===== config.mk =====
export PLATFORM = sky130hd
export DESIGN_NAME = sbrg_top
export DESIGN_NICKNAME = d
export VERILOG_FILES = /design/src/rtl/sbrg_top.v /design/src/rtl/sbrg_frac_div.v
export VERILOG_INCLUDE_DIRS = /design/src /design/src/rtl
export SDC_FILE = /design/constraint.sdc
export NUM_CORES = 1
export LEC_CHECK = 0
export BUFFER_PORTS_ARGS = -buffer_cell sky130_fd_sc_hd__buf_2
export CORE_MARGIN = 4
export CORE_UTILIZATION = 45
export DETAILED_ROUTE_END_ITERATION = 10
export PLACE_DENSITY = 0.77
export SLEW_MARGIN = 20
export SYNTH_ARGS = -nofsm -noshare
export SYNTH_HDL_FRONTEND = slang
export SYNTH_HIERARCHICAL = 1
export SYNTH_SLANG_ARGS = --single-unit

===== constraint.sdc =====
create_clock -name clk -period 2.36 [get_ports clk]
set_clock_uncertainty 0.15 [all_clocks]
set_input_delay 0.236 -clock clk [delete_from_list [all_inputs] [get_ports clk]]
set_output_delay 0.236 -clock clk [all_outputs]
set_load 0.03 [all_outputs]

===== src/rtl/sbrg_defines.vh =====
// Register map, field positions and reset values of the baud-rate generator.
// Assumes a 32-bit AXI4-Lite register bus with byte addresses.
`ifndef SBRG_DEFINES_VH
`define SBRG_DEFINES_VH

`define SBRG_ADDR_W        5
`define SBRG_OFF_CTRL      5'h00
`define SBRG_OFF_RELOAD    5'h04
`define SBRG_OFF_FDCTRL    5'h08
`define SBRG_OFF_STEP      5'h0c
`define SBRG_OFF_STATUS    5'h10

`define SBRG_CTRL_RUN      0
`define SBRG_CTRL_PRE_LO   1
`define SBRG_CTRL_PRE_HI   3
`define SBRG_FD_EN         0
`define SBRG_FD_MODE       1
`define SBRG_ST_CNT_LO     0
`define SBRG_ST_CNT_HI     7
`define SBRG_ST_RUNNING    8

`define SBRG_RST_RUN       1'h0
`define SBRG_RST_PRE       3'h0
`define SBRG_RST_RELOAD    8'h00
`define SBRG_RST_FD_EN     1'h0
`define SBRG_RST_FD_MODE   1'h0
`define SBRG_RST_STEP      8'h00

`define SBRG_RESP_OKAY     2'h0
`define SBRG_RESP_SLVERR   2'h2

`endif


===== src/rtl/sbrg_top.v =====
// Baud-rate generator: prescaler, fractional divider and reload timer,
// with its control registers on an AXI4-Lite slave.
// Assumes one clock for bus and generator; the serial channel samples
// baud_pulse on the same clock.
//
// Implementation choices: the AXI4-Lite register port and the address map.
`timescale 1ns/100ps
`include "sbrg_defines.vh"

// Behaviour
// - Baud clock from prescaler, optional fractional divider
// - Timer counts down; tick source set by enable
// - Run bit starts and stops the timer
// - Underflow reloads timer and emits one pulse
// - Normal divider mode stops timer, ignores run
// - Prescaler divides by two to prescale_select
// - Fractional divider scales by step over 256
module sbrg_top
#(
    parameter PRE_W  = 3,
    parameter CNT_W  = 8,
    parameter STEP_W = 8
)
(
    input  wire                    clk,
    input  wire                    rst_b,
    input  wire [`SBRG_ADDR_W-1:0] s_axi_awaddr,
    input  wire [2:0]              s_axi_awprot,
    input  wire                    s_axi_awvalid,
    output wire                    s_axi_awready,
    input  wire [31:0]             s_axi_wdata,
    input  wire [3:0]              s_axi_wstrb,
    input  wire                    s_axi_wvalid,
    output wire                    s_axi_wready,
    output reg  [1:0]              s_axi_bresp,
    output reg                     s_axi_bvalid,
    input  wire                    s_axi_bready,
    input  wire [`SBRG_ADDR_W-1:0] s_axi_araddr,
    input  wire [2:0]              s_axi_arprot,
    input  wire                    s_axi_arvalid,
    output wire                    s_axi_arready,
    output reg  [31:0]             s_axi_rdata,
    output reg  [1:0]              s_axi_rresp,
    output reg                     s_axi_rvalid,
    input  wire                    s_axi_rready,
    output reg                     baud_pulse_q,
    output wire                    norm_div_tick
);

    localparam PDIV_W = (1 << PRE_W) - 1;

    // Mask of low prescaler bits that must be all ones for one tick
    function [PDIV_W-1:0] sbrg_pre_mask;
        input [PRE_W-1:0] sel;
        integer i;
        begin
            sbrg_pre_mask = {PDIV_W{1'b0}};
            for (i = 0; i < PDIV_W; i = i + 1)
            begin
                if (i < sel)
                begin
                    sbrg_pre_mask[i] = 1'b1;
                end
            end
        end
    endfunction

    // Register file
    reg                    baud_run_q;
    reg  [PRE_W-1:0]       prescale_select_q;
    reg  [CNT_W-1:0]       baud_reload_value_q;
    reg                    frac_div_enable_q;
    reg                    frac_div_mode_select_q;
    reg  [STEP_W-1:0]      frac_step_value_q;

    // Bus slave state
    reg                    aw_held_q;
    reg  [`SBRG_ADDR_W-1:0] aw_addr_q;
    reg                    w_held_q;
    reg  [31:0]            w_data_q;
    reg  [3:0]             w_strb_q;
    wire                   do_write;
    wire                   ar_take;
    reg                    wr_hit;
    reg  [31:0]            rd_word;
    reg                    rd_hit;

    // Generator state
    reg  [PDIV_W-1:0]      pre_cnt_q;
    wire [PDIV_W-1:0]      pre_mask;
    wire                   div_tick;
    wire                   frac_tick;
    wire                   tmr_tick;
    wire                   run_eff;
    reg                    running_q;
    reg  [CNT_W-1:0]       reload_count_q;
    reg  [CNT_W-1:0]       reload_count_d;
    reg                    pulse_d;

    // Write channel: address and data taken in either order
    assign s_axi_awready = !aw_held_q && !s_axi_bvalid;
    assign s_axi_wready  = !w_held_q && !s_axi_bvalid;
    assign do_write      = aw_held_q && w_held_q;
    // Read channel: one read outstanding
    assign s_axi_arready = !s_axi_rvalid;
    assign ar_take       = s_axi_arvalid && s_axi_arready;

    always @*
    begin
        case (aw_addr_q)
            `SBRG_OFF_CTRL:   wr_hit = 1'b1;
            `SBRG_OFF_RELOAD: wr_hit = 1'b1;
            `SBRG_OFF_FDCTRL: wr_hit = 1'b1;
            `SBRG_OFF_STEP:   wr_hit = 1'b1;
            `SBRG_OFF_STATUS: wr_hit = 1'b1;
            default:          wr_hit = 1'b0;
        endcase
    end

    always @*
    begin
        rd_word = 32'h0000_0000;
        rd_hit  = 1'b1;
        case (s_axi_araddr)
            `SBRG_OFF_CTRL:
            begin
                rd_word[`SBRG_CTRL_RUN] = baud_run_q;
                rd_word[`SBRG_CTRL_PRE_HI:`SBRG_CTRL_PRE_LO] = prescale_select_q;
            end
            `SBRG_OFF_RELOAD:
            begin
                rd_word[CNT_W-1:0] = baud_reload_value_q;
            end
            `SBRG_OFF_FDCTRL:
            begin
                rd_word[`SBRG_FD_EN]   = frac_div_enable_q;
                rd_word[`SBRG_FD_MODE] = frac_div_mode_select_q;
            end
            `SBRG_OFF_STEP:
            begin
                rd_word[STEP_W-1:0] = frac_step_value_q;
            end
            `SBRG_OFF_STATUS:
            begin
                rd_word[`SBRG_ST_CNT_HI:`SBRG_ST_CNT_LO] = reload_count_q;
                rd_word[`SBRG_ST_RUNNING] = running_q;
            end
            default:
            begin
                rd_hit = 1'b0;
            end
        endcase
    end

    always @(posedge clk or negedge rst_b)
    begin
        if (!rst_b)
        begin
            aw_held_q    <= 1'b0;
            aw_addr_q    <= {`SBRG_ADDR_W{1'b0}};
            w_held_q     <= 1'b0;
            w_data_q     <= 32'h0000_0000;
            w_strb_q     <= 4'h0;
            s_axi_bvalid <= 1'b0;
            s_axi_bresp  <= `SBRG_RESP_OKAY;
            s_axi_rvalid <= 1'b0;
            s_axi_rresp  <= `SBRG_RESP_OKAY;
            s_axi_rdata  <= 32'h0000_0000;
        end
        else
        begin
            if (s_axi_awvalid && s_axi_awready)
            begin
                aw_held_q <= 1'b1;
                aw_addr_q <= s_axi_awaddr;
            end
            if (s_axi_wvalid && s_axi_wready)
            begin
                w_held_q <= 1'b1;
                w_data_q <= s_axi_wdata;
                w_strb_q <= s_axi_wstrb;
            end
            if (do_write)
            begin
                aw_held_q    <= 1'b0;
                w_held_q     <= 1'b0;
                s_axi_bvalid <= 1'b1;
                s_axi_bresp  <= wr_hit ? `SBRG_RESP_OKAY : `SBRG_RESP_SLVERR;
            end
            else if (s_axi_bvalid && s_axi_bready)
            begin
                s_axi_bvalid <= 1'b0;
            end
            if (ar_take)
            begin
                s_axi_rvalid <= 1'b1;
                s_axi_rdata  <= rd_word;
                s_axi_rresp  <= rd_hit ? `SBRG_RESP_OKAY : `SBRG_RESP_SLVERR;
            end
            else if (s_axi_rvalid && s_axi_rready)
            begin
                s_axi_rvalid <= 1'b0;
            end
        end
    end

    // Control registers, low byte lane only; status is read-only
    always @(posedge clk or negedge rst_b)
    begin
        if (!rst_b)
        begin
            baud_run_q             <= `SBRG_RST_RUN;
            prescale_select_q      <= `SBRG_RST_PRE;
            baud_reload_value_q    <= `SBRG_RST_RELOAD;
            frac_div_enable_q      <= `SBRG_RST_FD_EN;
            frac_div_mode_select_q <= `SBRG_RST_FD_MODE;
            frac_step_value_q      <= `SBRG_RST_STEP;
        end
        else if (do_write && w_strb_q[0])
        begin
            case (aw_addr_q)
                `SBRG_OFF_CTRL:
                begin
                    baud_run_q        <= w_data_q[`SBRG_CTRL_RUN];
                    prescale_select_q <= w_data_q[`SBRG_CTRL_PRE_HI:`SBRG_CTRL_PRE_LO];
                end
                `SBRG_OFF_RELOAD:
                begin
                    baud_reload_value_q <= w_data_q[CNT_W-1:0];
                end
                `SBRG_OFF_FDCTRL:
                begin
                    frac_div_enable_q      <= w_data_q[`SBRG_FD_EN];
                    frac_div_mode_select_q <= w_data_q[`SBRG_FD_MODE];
                end
                `SBRG_OFF_STEP:
                begin
                    frac_step_value_q <= w_data_q[STEP_W-1:0];
                end
                default:
                begin
                    baud_run_q <= baud_run_q;
                end
            endcase
        end
    end

    // Prescaler: one tick every 2^prescale_select cycles
    assign pre_mask = sbrg_pre_mask(prescale_select_q);
    assign div_tick = (pre_cnt_q & pre_mask) == pre_mask;

    always @(posedge clk or negedge rst_b)
    begin
        if (!rst_b)
        begin
            pre_cnt_q <= {PDIV_W{1'b0}};
        end
        else
        begin
            pre_cnt_q <= pre_cnt_q + {{(PDIV_W-1){1'b0}}, 1'b1};
        end
    end

    sbrg_frac_div
    #(
        .STEP_W (STEP_W)
    )
    u_frac_div
    (
        .clk         (clk),
        .rst_b       (rst_b),
        .in_tick     (div_tick),
        .enable      (frac_div_enable_q),
        .mode_select (frac_div_mode_select_q),
        .step        (frac_step_value_q),
        .frac_tick_q (frac_tick),
        .norm_tick_q (norm_div_tick)
    );

    // Timer clock source and run gating
    assign tmr_tick = frac_div_enable_q ? frac_tick : div_tick;
    assign run_eff  = baud_run_q && !(frac_div_enable_q && frac_div_mode_select_q);

    always @*
    begin
        reload_count_d = reload_count_q;
        pulse_d        = 1'b0;
        if (run_eff && !running_q)
        begin
            reload_count_d = baud_reload_value_q;
        end
        else if (run_eff && tmr_tick)
        begin
            if (reload_count_q == {CNT_W{1'b0}})
            begin
                reload_count_d = baud_reload_value_q;
                pulse_d        = 1'b1;
            end
            else
            begin
                reload_count_d = reload_count_q - {{(CNT_W-1){1'b0}}, 1'b1};
            end
        end
    end

    always @(posedge clk or negedge rst_b)
    begin
        if (!rst_b)
        begin
            running_q      <= 1'b0;
            reload_count_q <= {CNT_W{1'b0}};
            baud_pulse_q   <= 1'b0;
        end
        else
        begin
            running_q      <= run_eff;
            reload_count_q <= reload_count_d;
            baud_pulse_q   <= pulse_d;
        end
    end

endmodule // sbrg_top


===== src/rtl/sbrg_frac_div.v =====
// Fractional divider of the baud-rate generator.
// Assumes a single clock; in_tick is a one-cycle pulse on that clock.
`timescale 1ns/100ps

module sbrg_frac_div
#(
    parameter STEP_W = 8
)
(
    input  wire              clk,
    input  wire              rst_b,
    input  wire              in_tick,
    input  wire              enable,
    input  wire              mode_select,
    input  wire [STEP_W-1:0] step,
    output reg               frac_tick_q,
    output reg               norm_tick_q
);

    reg  [STEP_W-1:0] acc_q;
    reg  [STEP_W-1:0] acc_d;
    wire [STEP_W:0]   sum;
    wire              norm_wrap;

    // Fractional mode: carry of acc + step yields step/256 of the input ticks
    assign sum       = {1'b0, acc_q} + {1'b0, step};
    // Normal mode: count up from step, wrap at all-ones
    assign norm_wrap = &acc_q;

    always @*
    begin
        acc_d = acc_q;
        if (!enable)
        begin
            acc_d = {STEP_W{1'b0}};
        end
        else if (in_tick && !mode_select)
        begin
            acc_d = sum[STEP_W-1:0];
        end
        else if (in_tick && mode_select)
        begin
            acc_d = norm_wrap ? step : acc_q + {{(STEP_W-1){1'b0}}, 1'b1};
        end
    end

    always @(posedge clk or negedge rst_b)
    begin
        if (!rst_b)
        begin
            acc_q       <= {STEP_W{1'b0}};
            frac_tick_q <= 1'b0;
            norm_tick_q <= 1'b0;
        end
        else
        begin
            acc_q       <= acc_d;
            frac_tick_q <= enable && !mode_select && in_tick && sum[STEP_W];
            norm_tick_q <= enable && mode_select && in_tick && norm_wrap;
        end
    end

endmodule // sbrg_frac_div


Yosys cells after proc, flatten, opt, wreduce, memory -nomap -nowiden
Cells that the tools add are included.
{"block": "op_classes", "addsub": 4, "reduce_logical": 42, "n_bitwise": 1, "order_cmp": 7, "mux": 34, "n_eq_ne": 10}
{"operator": "8-bit 2-to-1 mux", "n": 7}
{"operator": "1-bit 2-to-1 mux", "n": 22}
{"operator": "5-bit by 4-bit equality test with 1-bit output, second input constant", "n": 4}
{"operator": "1-bit logical AND", "n": 20}
{"operator": "4-bit case mux with 3 select lines", "n": 1}
{"operator": "5-bit by 3-bit equality test with 1-bit output, second input constant", "n": 2}
{"operator": "5-bit equality test, second input constant", "n": 2}
{"operator": "5-bit zero test", "n": 2}
{"operator": "2-bit case mux with 5 select lines", "n": 1}
{"operator": "2-bit nonzero test", "n": 5}
{"operator": "5-bit OR reduction", "n": 2}
{"operator": "8-bit by 8-bit adder with 9-bit output", "n": 1}
{"operator": "3-bit < comparator, first input constant", "n": 3}
{"operator": "8-bit by 1-bit adder with 8-bit output, second input constant", "n": 1}
{"operator": "8-bit zero test", "n": 1}
{"operator": "2-bit case mux with 4 select lines", "n": 1}
{"operator": "2-bit AND reduction", "n": 4}
{"operator": "8-bit AND reduction", "n": 1}
{"operator": "8-bit by 1-bit subtractor with 8-bit output, second input constant", "n": 1}
{"operator": "7-bit by 1-bit adder with 7-bit output, second input constant", "n": 1}
{"operator": "7-bit bitwise AND", "n": 1}
{"operator": "7-bit equality test", "n": 1}
{"operator": "1-bit zero test", "n": 7}
{"operator": "1-bit by 3-bit < comparator with 1-bit output, first input constant", "n": 2}
{"operator": "other kinds (3)", "n": 5}
{"block": "word_totals", "output_inout_bits": 43, "elab_cells": 121, "regBits": 80, "input_bits": 59}

Logic depth before layout (Yosys ltp)
Gate-level depths: netlist of run 1.
{"block": "depth", "word_depth": 8, "ltp_mapped": 8}

Cells and area by module
The synthesis of run 1 kept the hierarchy.
{"module": "sbrg_top", "n_inst": 1, "area_per_inst_um2": 3435.8, "cells_per_inst": 305, "seq_area_each_um2": 1701.6}
{"module": "sbrg_frac_div", "n_inst": 1, "area_per_inst_um2": 1029.7, "cells_per_inst": 119, "seq_area_each_um2": 250.2}

Least setup slack after synthesis of run 1
Ideal clock, no wire load.
{"block": "synth_timing", "kind": "register to register", "start": "reg prescale_select_q[2]", "end": "reg u_frac_div.acc_q[6]", "setup_ns": 0.133, "path_stages_with_launch": 9, "arrival_ns": 1.892, "required_ns": 2.077, "path_buffers": 1, "slack_ns": 0.185, "synth_period_minus_slack_ns": 2.175, "path_cell_list": "dfrtp_1 > or3b_2 > o221ai_2 > and3_1 > buf_2 > nand2_1 > a2111o_1 > o211ai_1 > nor4_2"}
{"block": "synth_between", "elab_chain_len": 7, "elab_cells_between_ends": 21, "classes_between": "order compare: 7; eq/ne: 2; mux: 9; bitwise: 1; reduce/logical: 2"}
{"item": "start, declared", "line": "sbrg_top.v:70", "source": "reg [PRE_W-1:0] prescale_select_q;"}
{"item": "start signal, assigned", "line": "sbrg_top.v:213", "source": "prescale_select_q <= `SBRG_RST_PRE;"}
{"item": "start signal, assigned", "line": "sbrg_top.v:225", "source": "prescale_select_q <= w_data_q[`SBRG_CTRL_PRE_HI:`SBRG_CTRL_PRE_LO];"}
{"item": "1-bit by 3-bit < comparator with 1-bit output (tied with other cells)", "line": "sbrg_top.v:60", "source": "if (i < sel)"}
{"item": "1-bit 2-to-1 mux", "line": "sbrg_top.v:60"}
{"item": "7-bit bitwise AND", "line": "sbrg_top.v:250", "source": "assign div_tick = (pre_cnt_q & pre_mask) == pre_mask;"}
{"item": "7-bit equality test (*)", "line": "sbrg_top.v:250"}
{"item": "named net div_tick", "line": "sbrg_top.v:91", "source": "wire div_tick;"}
{"item": "1-bit logical AND", "line": "sbrg_frac_div.v:37", "source": "else if (in_tick && !mode_select)"}
{"item": "8-bit 2-to-1 mux", "line": "sbrg_frac_div.v:37"}
{"item": "8-bit 2-to-1 mux", "line": "sbrg_frac_div.v:33", "source": "if (!enable)"}
{"item": "end signal, assigned", "line": "sbrg_frac_div.v:51", "source": "acc_q <= {STEP_W{1'b0}};"}
{"item": "end, declared", "line": "sbrg_frac_div.v:20", "source": "reg [STEP_W-1:0] acc_q;"}
The timed path passes the listed nets; every way through them passes the cells marked *.
A chain may end at the register's enable or synchronous reset.

Worst setup path in the final report of run 1
Same ends and word-level chain as after synthesis.

==> summary.txt, run 1 <==
Worst hold path
  – Min-Delay Startpoint: s_axi_araddr[0]
  – Hold depth: 3
  – WHS Endpoint: s_axi_rresp[1]$_DFFE_PN0P_
  – Hold Path Class: input port to register

Clocking
  – CTS tree: done
  – Resize count post-CTS: 0
  – # H-tree levels: 3
  – Postcts setup bufs: 0
  – Clk pin slew, worst setup/hold paths: 90 ps
  – Clock latency on the worst-skew pair: 360 ps
  – Num Clock Sinks: 78
  – Hold-fix buffers at CTS: 17
  – Max clock buf depth: 2
  – TritonCTS buffer count: 9
  – Clk root buf: clkbuf_8

Routing
  – DR pass1 iterations: 9
  – Routed Wire Length: 10600 um
  – DR vias: 3640
  – Routed vias/inst: 5.643
  – DRC errors left: 0
  – Initial drt markers: 311
  – Avg WL per Cell: 16.44 um
  – Post-route ant nets: 0

Worst setup path
  – Critical path cell sequence: or3b_2 -> o221ai_2 -> and3_1 -> or2b_1 -> nor4_1 -> nor4_2
  – Endpoint class of the critical path: register
  – WP buf/inv: 0
  – Worst R2R Start: prescale_select_q[2]$_DFFE_PN0P_
  – FF-to-FF End: u_frac_div/acc_q[6]$_DFFE_PN0P_
  – Worst-path fanout max: 5
  – Crit path max-delay family: simple AND/OR/NAND/NOR gates
  – Critical Path RT: 2440 ps
  – Critical path arrival: 2330 ps
  – WP depth: 6
  – Worst Setup Path Type: register to register
  – Max stage delay on crit path: 470 ps
  – Critical Path Start Type: register
  – FF-to-FF setup slack: 110 ps
  – CP max-delay cell: or3b_2
  – FF-to-FF path depth: 6

Synthesis
  – Synth Area in Adders: 0.03811
  – Area share of xor/xnor cells in the synthesized design: 0.01961
  – Synth Area in Compound Gates: 0.1810
  – Mux cell area share after synthesis: 0.1020
  – Synth cell types: 75
  – Post-synth EDFFs: 0
  – Post-Synthesis Cell Area: 4466 sq um
  – Synth Area in Simple Gates: 0.1552
  – Most used DFF post-synth: dfrtp_1
  – Synth Warn #: 6
  – Sequential share of the synthesized area: 0.4371
  – Share of synthesized flip-flops with an asynchronous set or reset: 1.000
  – Synth Area per Inst: 10.53 sq um
  – Gate Count Post-Synth: 424
  – Largest family of logic cells by synthesized area: compound AO/OA/AOI/OAI gates
  – Seq cells post-synth: 78

Final layout
  – Area of the multi-input gates: 2308 sq um
  – Layout cells sized above 1: 0.2871
  – # diodes: 0
  – Nets: 579
  – # fillers: 867
  – Sequential cell area: 1952 sq um
  – Final core occ: 0.5401
  – Commonest non-fill, non-tap cells in the layout: 78 x dfrtp_1, 42 x buf_2, 36 x mux2_2, 28 x nand2_1, 25 x conb_1
  – Most common cell after layout, fill and taps aside: dfrtp_1
  – Area Growth Syn to Fin: 17.68%

STA
  – Final Hold Viols: 0
  – Fin crit share: 0.9534
  – Worst-Margin Slew: 629.3 ps
  – Final setup violation count: 0
  – Fin crit period: 2250 ps
  – RSZ-0062 raised after global routing: false
  – Setup tns final: 0 ps
  – Slew Viols, Final: 0
  – Max Clk Rate: 444.4 MHz
  – Max transition margin: 0.5805

Floorplanning
  – Die width: 107.6 um
  – Die Height: 107.6 um
  – Row count: 36
  – Core area: 9729 sq um
  – Starting Density: 0.4590
  – Die area: 11580 sq um
  – # IOs: 102

Place
  – Port buffer count: 43
  – Final GP Congestion: 0.9158
  – Hpwl dp: 7866 um

Global routing
  – Vias in the first global route: 3546
  – GRT overflow: 0
  – Largest net degree at the start of global routing: 50
  – First-pass GRT wire length: 17340 um
  – GRT Total Usage: 0.1899
  – Initial antenna violation count: 0

Power and ir drop
  – P per Cell Area: 1052 nW/um^2
  – Sequential power share: 0.401
  – Combinational share of power: 0.408
  – Switch share: 0.4129
  – Switching power: 0.002283 W
  – Clock power frac: 0.191
  – Leakage power: 2.489 nW
  – Worst VDD drop: 0.5893 mV
  – Cell Int Power: 0.003246 W

Status
  – Outcome: finished clean

Run
  – Max cap viols: 0
-- metrics by stage --
step                cell area (sq um)  hold WS [ps]  total power (W)  std cells  setup WS [ps]
global placement                 4881         133.5         0.004333        612          140.7
global route                     5255         151.4         0.005850        645          23.64
detailed placement               4881         137.5         0.004437        612          134.0
floorplan                        4556        -209.6         0.003696        448          184.5
CTS                              5255         119.5         0.005521        645          105.4
finish                           5255         128.4         0.005529        645          110.0
-- worst reg2reg max path, delay by kind of cell, from the launching register on --
kind	cells	cell delay, ps
compound gates	1	80
flops	1	380
simple gates	5	1520
-- cell type report --
cell class,instances,share of cell area
tap,133,0.03167
clock buffer,9,0.02357
multi-input combinational,318,0.4393
clock inverter,7,0.01524
timing repair buffer,83,0.1067
inverter,17,0.01214
sequential,78,0.3714
-- Yosys cell counts (all sizes together), types with 2 or more instances --
cell / instances / share of area
o21ai: 21 / 0.024
mux2: 36 / 0.091
nand4b: 2 / 0.0039
mux2i: 5 / 0.011
a22o: 5 / 0.0098
xnor2: 3 / 0.0059
o221ai: 2 / 0.0053
or2: 3 / 0.0042
a311oi: 2 / 0.0078
xor2: 7 / 0.014
o211ai: 5 / 0.0084
or2b: 3 / 0.0050
nor2: 24 / 0.024
and2: 5 / 0.0076
nand3b: 3 / 0.0050
clkbuf: 7 / 0.0059
nand2: 29 / 0.025
nor2b: 9 / 0.013
nor4: 3 / 0.0056
or3: 3 / 0.0042
inv: 17 / 0.014
a222oi: 7 / 0.016
a211oi: 8 / 0.015
o31ai: 5 / 0.0095
dfrtp: 78 / 0.44
a21o: 8 / 0.013
ha: 12 / 0.034
buf: 28 / 0.046
and3: 5 / 0.0081
a31oi: 3 / 0.0042
o21bai: 2 / 0.0042
a2bb2oi: 4 / 0.0078
nand3: 11 / 0.013
a21oi: 20 / 0.024
nor3: 12 / 0.016
nand4: 5 / 0.0070
-- state kept, by name, indices dropped and copies added, names as in the netlist, 3 cells and up --
signal               flops
s_axi_rdata              9
u_frac_div/acc_q         8
w_data_q                 8
prescale_select_q        3
pre_cnt_q                7
reload_count_q           8
frac_step_value_q        8
aw_addr_q                5
baud_reload_value_q      8
-- worst max path at each step --
stage                                            to  slack (ps)                        startpoint
CTS                 u_frac_div/acc_q[6]$_DFFE_PN0P_         110  prescale_select_q[2]$_DFFE_PN0P_
global route        u_frac_div/acc_q[7]$_DFFE_PN0P_          20   u_frac_div/acc_q[1]$_DFFE_PN0P_
detailed placement  u_frac_div/acc_q[6]$_DFFE_PN0P_         130  prescale_select_q[2]$_DFFE_PN0P_
global placement    u_frac_div/acc_q[6]$_DFFE_PN0P_         140  prescale_select_q[2]$_DFFE_PN0P_
floorplan           u_frac_div/acc_q[6]$_DFFE_PN0P_         180  prescale_select_q[2]$_DFFE_PN0P_
finish              u_frac_div/acc_q[6]$_DFFE_PN0P_         110  prescale_select_q[2]$_DFFE_PN0P_
-- power by group through the flow --
stage / Combinational [W] / Clock [W] / Sequential, W
3_3_place_gp: 0.00212 / 0 / 0.00221
3_5_place_dp: 0.00221 / 0 / 0.00223
5_1_grt: 0.00245 / 0.00113 / 0.00227
6_report: 0.00226 / 0.00106 / 0.00222
2_1_floorplan: 0.00157 / 0 / 0.00213
4_1_cts: 0.00224 / 0.00107 / 0.00220
-- cells by family (layout without fill, tap and decap cells) --
logic type / count (synthesis) / count (layout)
mux: 41 / 41
other cells: 1 / 25
fa+ha+maj: 13 / 13
buf+inv: 52 / 116
compound gates: 106 / 106
simple gates: 123 / 123
flops: 78 / 78
xor+xnor: 10 / 10
-- per-layer routing --
metal | track usage | up-vias | part of all wire
met3 | 0.04019 | 31 | 0.082
met2 | 0.3064 | 186 | 0.48
met5 | 0 | - | 0
met1 | 0.2487 | 1737 | 0.41
met4 | 0.07755 | 0 | 0.030
li1 | - | 1686 | -
(Power assumes the default switching activity.)
==> run 2, diff against run 1 <==
--- a/config.mk
+++ b/config.mk
@@ -10,7 +10,7 @@
 export CORE_MARGIN = 4
 export CORE_UTILIZATION = 45
 export DETAILED_ROUTE_END_ITERATION = 10
-export PLACE_DENSITY = 0.77
+export PLACE_DENSITY = 0.8
 export SLEW_MARGIN = 20
 export SYNTH_ARGS = -nofsm -noshare
 export SYNTH_HDL_FRONTEND = slang
==> constraint.sdc (replaced) <==
create_clock -name clk -period 1.88 [get_ports clk]
set_clock_uncertainty 0.15 [all_clocks]
set_input_delay 0.188 -clock clk [delete_from_list [all_inputs] [get_ports clk]]
set_output_delay 0.188 -clock clk [all_outputs]
set_load 0.03 [all_outputs]
==> summary.txt, run 2 (same netlist as run 1, synthesis figures left out) <==
Floorplanning
  – # IOs: 102 (unchanged)
  – Die area: 11580 sq um (unchanged)
  – Starting Density: 0.4590 (unchanged)
  – Die width: 107.6 um (unchanged)
  – Die Height: 107.6 um (unchanged)
  – Row count: 36 (unchanged)
  – Core area: 9729 sq um (unchanged)

Final layout
  – Area Growth Syn to Fin: 32.56%
  – Largest reg by FF count: s_axi_rdata
  – Layout cells sized above 1: 0.4128 (+0.1257)
  – Final core occ: 0.6084 (+0.06829)
  – # diodes: 0 (unchanged)
  – Max reg flops: 9 (unchanged)
  – Commonest non-fill, non-tap cells in the layout: 76 x dfrtp_1, 68 x buf_4, 42 x buf_2, 35 x mux2_2, 26 x nand2_1
  – Most common cell after layout, fill and taps aside: dfrtp_1
  – Nets: 629 (+8.6%)
  – # fillers: 794 (-8.4%)

Clocking
  – TritonCTS buffer count: 9 (unchanged)
  – Num Clock Sinks: 78 (unchanged)
  – Clock latency on the worst-skew pair: 350 ps (about the same)
  – Clk root buf: clkbuf_8
  – Clk pin slew, worst setup/hold paths: 80 ps (about the same)
  – Max clock buf depth: 2 (unchanged)
  – CTS tree: done
  – # H-tree levels: 3 (unchanged)

STA
  – Hold slack: 106.4 ps (-21.98 ps)
  – Slew Viols, Final: 0 (unchanged)
  – Fin crit period: 2132 ps (-118.3 ps)
  – Fin crit share: 1.134 (+0.1805)
  – Final setup violation count: 15 (+15)
  – Max transition margin: 0.6140 (+0.03350)
  – Worst-Margin Slew: 579.0 ps (-50.25 ps)
  – Final Hold Viols: 0 (unchanged)
  – Max Clk Rate: 469.1 MHz (+5.5%)
  – PnR worst setup slack: -251.7 ps (-361.7 ps)
  – RSZ-0062 raised after global routing: true

Routing
  – Routed vias/inst: 5.479 (-2.9%)
  – DR pass1 iterations: 6 (-3)
  – DR vias: 3808 (+4.6%)
  – Initial drt markers: 226 (-27%)
  – DRC errors left: 0 (unchanged)
  – Post-route ant nets: 0 (unchanged)
  – Met3 WL post-DR: 799 um (-8.5%)
  – Top sig layer: met4
  – Met2 wire len: 5649 um (+12%)
  – Met1 Wirelength: 4909 um (+13%)
  – Avg WL per Cell: 16.58 um (+0.87%)
  – Routed Wire Length: 11520 um (+8.7%)

Worst setup path
  – Worst R2R Start: reload_count_q[2]$_DFFE_PN0P_
  – Critical path arrival: 2220 ps (-110 ps)
  – Worst Setup Path Type: register to register
  – Critical Path RT: 1970 ps (-470 ps)
  – Worst-path fanout max: 6 (+1)
  – Endpoint class of the critical path: register
  – Critical Path Start Type: register
  – Crit. Startpoint: reload_count_q[2]$_DFFE_PN0P_

Worst hold path
  – Hold Path Class: input port to register
  – Min-Delay Startpoint: s_axi_araddr[0]

Place
  – Final GP Congestion: 0.8999 (-1.7%)
  – Port buffer count: 43 (unchanged)
  – Hpwl dp: 8435 um (+7.2%)

Status
  – Outcome: complete, but fails checks
  – Failing checks: setup timing

Run
  – Max cap viols: 0 (unchanged)

Power and ir drop
  – P per Cell Area: 1333 nW/um^2 (+27%)
  – Worst VDD drop: 0.9385 mV (+59%)
  – Leakage power: 2.809 nW (+13%)

Global routing
  – GRT overflow: 0 (unchanged)
  – Initial antenna violation count: 0 (unchanged)
  – Largest net degree at the start of global routing: 45 (-10%)
  – Vias in the first global route: 3750 (+5.8%)
  – GRT Total Usage: 0.2040 (+0.01418)
  – First-pass GRT wire length: 18690 um (+7.8%)
-- run 2: cell types whose count changed in the layout (fill, tap and decap cells not counted), moves of 4 or more --
cell	before	now
a211oi_2	1	5
buf_4	24	68
a211oi_1	7	2
buf_6	0	5
-- run 2: final timing paths --
check                                                        end  slack [ps]  cells past startpoint
worst max-delay path               reload_count_q[3]$_DFFE_PN0P_        -250                      5
worst min-delay path                  s_axi_rresp[1]$_DFFE_PN0P_         110                      3
worst max register to register     reload_count_q[3]$_DFFE_PN0P_        -250                      5
worst min register to register        s_axi_rdata[8]$_DFFE_PN0P_         330                      2
max in group asynchronous       frac_step_value_q[1]$_DFFE_PN0P_         790                      3
min in group asynchronous       u_frac_div/norm_tick_q$_DFF_PN0_         220                      2
-- run 2: power by group --
group	switching [W]	internal [W]	total, W
registers	0.000515	0.00218	0.00270
clock network	0.000607	0.000680	0.00129
logic	0.00202	0.00189	0.00391
total	0.00314	0.00475	0.00789
-- run 2: area by class of cell --
cell class / count / area (sq um) / share of cell area
Clock inverter: 4 / 45.04 / 0.007609
Inverter: 17 / 63.81 / 0.01078
Multi-Input combinational cell: 318 / 2567 / 0.4337
Tap cell: 133 / 166.4 / 0.02811
Sequential cell: 78 / 1954 / 0.3302
Clock buffer: 12 / 155.1 / 0.02621
Timing Repair Buffer: 133 / 967.2 / 0.1634
-- run 2: stage by stage --
step	setup WS (ps)	TNS, ps	cell area (sq um)	instances	power [W]
detailed placement	-260.8	-2113	5258	654	0.006094
global route	-318.7	-3386	5919	695	0.008373
finish	-251.7	-2157	5919	695	0.007893
global placement	-178.1	-1480	5258	654	0.005968
CTS	-175.8	-1491	5757	692	0.007625
floorplan	-162.4	-696.3	4611	448	0.004768
-- run 2: layer usage --
| metal | track usage | vias up |
|---|---|---|
| met2 | 0.3455 | 154 |
| met3 | 0.03479 | 19 |
| met5 | 0 | - |
| li1 | - | 1787 |
| met1 | 0.2704 | 1848 |
| met4 | 0.05591 | 0 |
-- run 2: timing repair --
action                                  in CTS  in global routing
gates resized for setup                     23                 26
endpoints found under the setup margin      16                 18
pin swaps                                   13                 19
endpoints found under the hold margin       58                  0
setup buffers                                6                  4
hold buffers                                17                  0
-- run 2: critical path, cell delays in order, from the launching register on --
cell and delay, ps:
dfrtp_1 390, or4_4 570, nor3_4 340, nor2_4 70, a211o_1 260, a22o_1 230
==> run 3, diff against run 2 <==
--- a/config.mk
+++ b/config.mk
@@ -7,6 +7,7 @@
 export NUM_CORES = 1
 export LEC_CHECK = 0
 export BUFFER_PORTS_ARGS = -buffer_cell sky130_fd_sc_hd__buf_2
+export CORE_ASPECT_RATIO = 0.5
 export CORE_MARGIN = 4
 export CORE_UTILIZATION = 45
 export DETAILED_ROUTE_END_ITERATION = 10
==> summary.txt, run 3 (same netlist as run 1, synthesis figures left out) <==
Routing
  – Routed vias/inst: 5.871 (+7.1%)
  – DR pass1 iterations: 6 (unchanged)
  – Initial drt markers: 469 (+110%)
  – Routed Wire Length: 13170 um (+14%)
  – DR vias: 4127 (+8.4%)
  – Avg WL per Cell: 18.73 um (+13%)
  – Post-route ant nets: 0 (unchanged)
  – DRC errors left: 0 (unchanged)

Place
  – Hpwl dp: 8583 um (+1.8%)
  – Final GP Congestion: 0.9402 (+4.5%)
  – Port buffer count: 43 (unchanged)

Global routing
  – Largest net degree at the start of global routing: 36 (-20%)
  – First-pass GRT wire length: 21670 um (+16%)
  – Vias in the first global route: 4253 (+13%)
  – GRT overflow: 0 (unchanged)
  – GRT Total Usage: 0.2370 (+0.03300)
  – Initial antenna violation count: 0 (unchanged)

Worst setup path
  – FF-to-FF setup slack: -180 ps (+70 ps)
  – CP max-delay cell: or4_4
  – Critical path arrival: 2150 ps (-70 ps)
  – Crit. Startpoint: reload_count_q[5]$_DFFE_PN0P_
  – FF-to-FF End: reload_count_q[3]$_DFFE_PN0P_
  – Crit path max-delay family: simple AND/OR/NAND/NOR gates
  – Worst setup path endpoint: reload_count_q[3]$_DFFE_PN0P_
  – Worst-path fanout max: 5 (-1)
  – Worst R2R Start: reload_count_q[5]$_DFFE_PN0P_
  – Critical Path RT: 1970 ps (about the same)
  – Endpoint class of the critical path: register
  – FF-to-FF path depth: 5 (unchanged)
  – Critical Path Start Type: register
  – Worst Setup Path Type: register to register
  – WP depth: 5 (unchanged)
  – WP buf/inv: 0 (unchanged)
  – Critical path cell sequence: or4_4 -> nor3_4 -> nor2_4 -> a211o_1 -> a22o_1
  – Max stage delay on crit path: 580 ps (about the same)

STA
  – Hold slack: 84.11 ps (-22.31 ps)
  – RSZ-0062 raised after global routing: true
  – Final setup violation count: 14 (-1)
  – Max Clk Rate: 485.0 MHz (+3.4%)
  – Final Hold Viols: 0 (unchanged)
  – Fin crit share: 1.097 (-0.03710)
  – Fin crit period: 2062 ps (-69.75 ps)
  – Slew Viols, Final: 0 (unchanged)
  – PnR worst setup slack: -182.0 ps (+69.75 ps)
  – Setup tns final: -1833 ps (+323.6 ps)

Clocking
  – Clk pin slew, worst setup/hold paths: 60 ps (-20 ps)
  – # H-tree levels: 3 (unchanged)
  – Num Clock Sinks: 78 (unchanged)
  – CTS tree: done
  – Max clock buf depth: 2 (unchanged)
  – TritonCTS buffer count: 9 (unchanged)
  – Clk root buf: clkbuf_16
  – Clock latency on the worst-skew pair: 350 ps (about the same)

Final layout
  – Nets: 635 (+0.95%)
  – Max reg flops: 9 (unchanged)
  – # diodes: 0 (unchanged)
  – Commonest non-fill, non-tap cells in the layout: 75 x dfrtp_1, 70 x buf_4, 42 x buf_2, 36 x mux2_2, 26 x nand2_1
  – Area Growth Syn to Fin: 35.89%
  – Layout cells sized above 1: 0.4313 (+0.01853)
  – # fillers: 681 (-14%)
  – Final core occ: 0.6361 (+0.02766)
  – Largest reg by FF count: s_axi_rdata
  – Most common cell after layout, fill and taps aside: dfrtp_1

Status
  – Outcome: complete, but fails checks
  – Failing checks: setup timing

Floorplanning
  – Die area: 11680 sq um (+0.84%)
  – Core area: 9540 sq um (-1.9%)
  – Row count: 25 (-31%)
  – Die width: 148.9 um (+38%)
  – Starting Density: 0.4681 (+0.009089)
  – Die Height: 78.44 um (-27%)
  – # IOs: 102 (unchanged)

Power and ir drop
  – Clock power frac: 0.199 (+0.036)
  – Worst VDD drop: 0.6767 mV (-28%)
  – Sequential power share: 0.321 (-0.021)
  – Switch share: 0.4099 (+0.01218)
  – P per Cell Area: 1421 nW/um^2 (+6.6%)
  – Leakage power: 2.857 nW (+1.7%)
  – Combinational share of power: 0.480 (-0.015)
  – Cell Int Power: 0.005090 W (+7.1%)
  – Switching power: 0.003536 W (+13%)

Worst hold path
  – Hold Path Class: input port to register

Run
  – Max cap viols: 0 (unchanged)
[run 3: cell type report]
cell class	count	area, sq um	share of cell area
Timing Repair Buffer	139	1027	0.1693
Sequential cell	78	1956	0.3223
Inverter	17	63.81	0.01052
Clock inverter	5	38.79	0.006392
Clock buffer	11	252.7	0.04165
Tap cell	135	168.9	0.02784
Multi-Input combinational cell	318	2561	0.4221
[run 3: tightest hold or removal path: stages]
cell	delay, ps
buf_2	90
nand2_1	140
o21ai_0	110
[run 3: worst min path at each step]
stage                              from                  endpoint  slack [ps]  cells after the start
after floorplan                   rst_b  aw_addr_q[0]$_DFFE_PN0P_        -260                      0
after global placement            rst_b    pre_cnt_q[5]$_DFF_PN0_          30                      1
after detailed placement          rst_b    pre_cnt_q[5]$_DFF_PN0_          30                      1
after CTS                 s_axi_arvalid  s_axi_rvalid$_DFFE_PN0P_          70                      3
after global routing      s_axi_arvalid  s_axi_rvalid$_DFFE_PN0P_         120                      3
final                     s_axi_arvalid  s_axi_rvalid$_DFFE_PN0P_          80                      3
[run 3: power groups by stage]
stage	sequential, W	combinational (W)	clock, W
floorplan	0.00270	0.00207	0
global placement	0.00267	0.00332	0
detailed placement	0.00270	0.00345	0
CTS	0.00270	0.00381	0.00173
global route	0.00282	0.00440	0.00182
finish	0.00277	0.00414	0.00172
[run 3: routing by layer]
metal / GRT usage / wire, um
met5: 0 / 0
met4: 0.1096 / 568
met1: 0.2789 / 5017
met3: 0.08939 / 1458
met2: 0.3871 / 6123
[run 3: timing repair]
item                       CTS  global route
pin swaps                   25            18
gates resized for setup     33            24
hold buffers                17             0
hold endpoints to repair    49             0
setup endpoints to repair   14            37
setup buffers                6             2
[run 3: through the flow]
stage,instances,total power (W),setup WS (ps),instance area (sq um)
2_1_floorplan,448,0.004768,-162.4,4611
3_3_place_gp,664,0.005998,-177.6,5320
3_5_place_dp,664,0.006150,-253.6,5320
4_1_cts,703,0.008237,-151.5,5969
5_1_grt,703,0.009041,-240.5,6068
6_report,703,0.008626,-182.0,6068
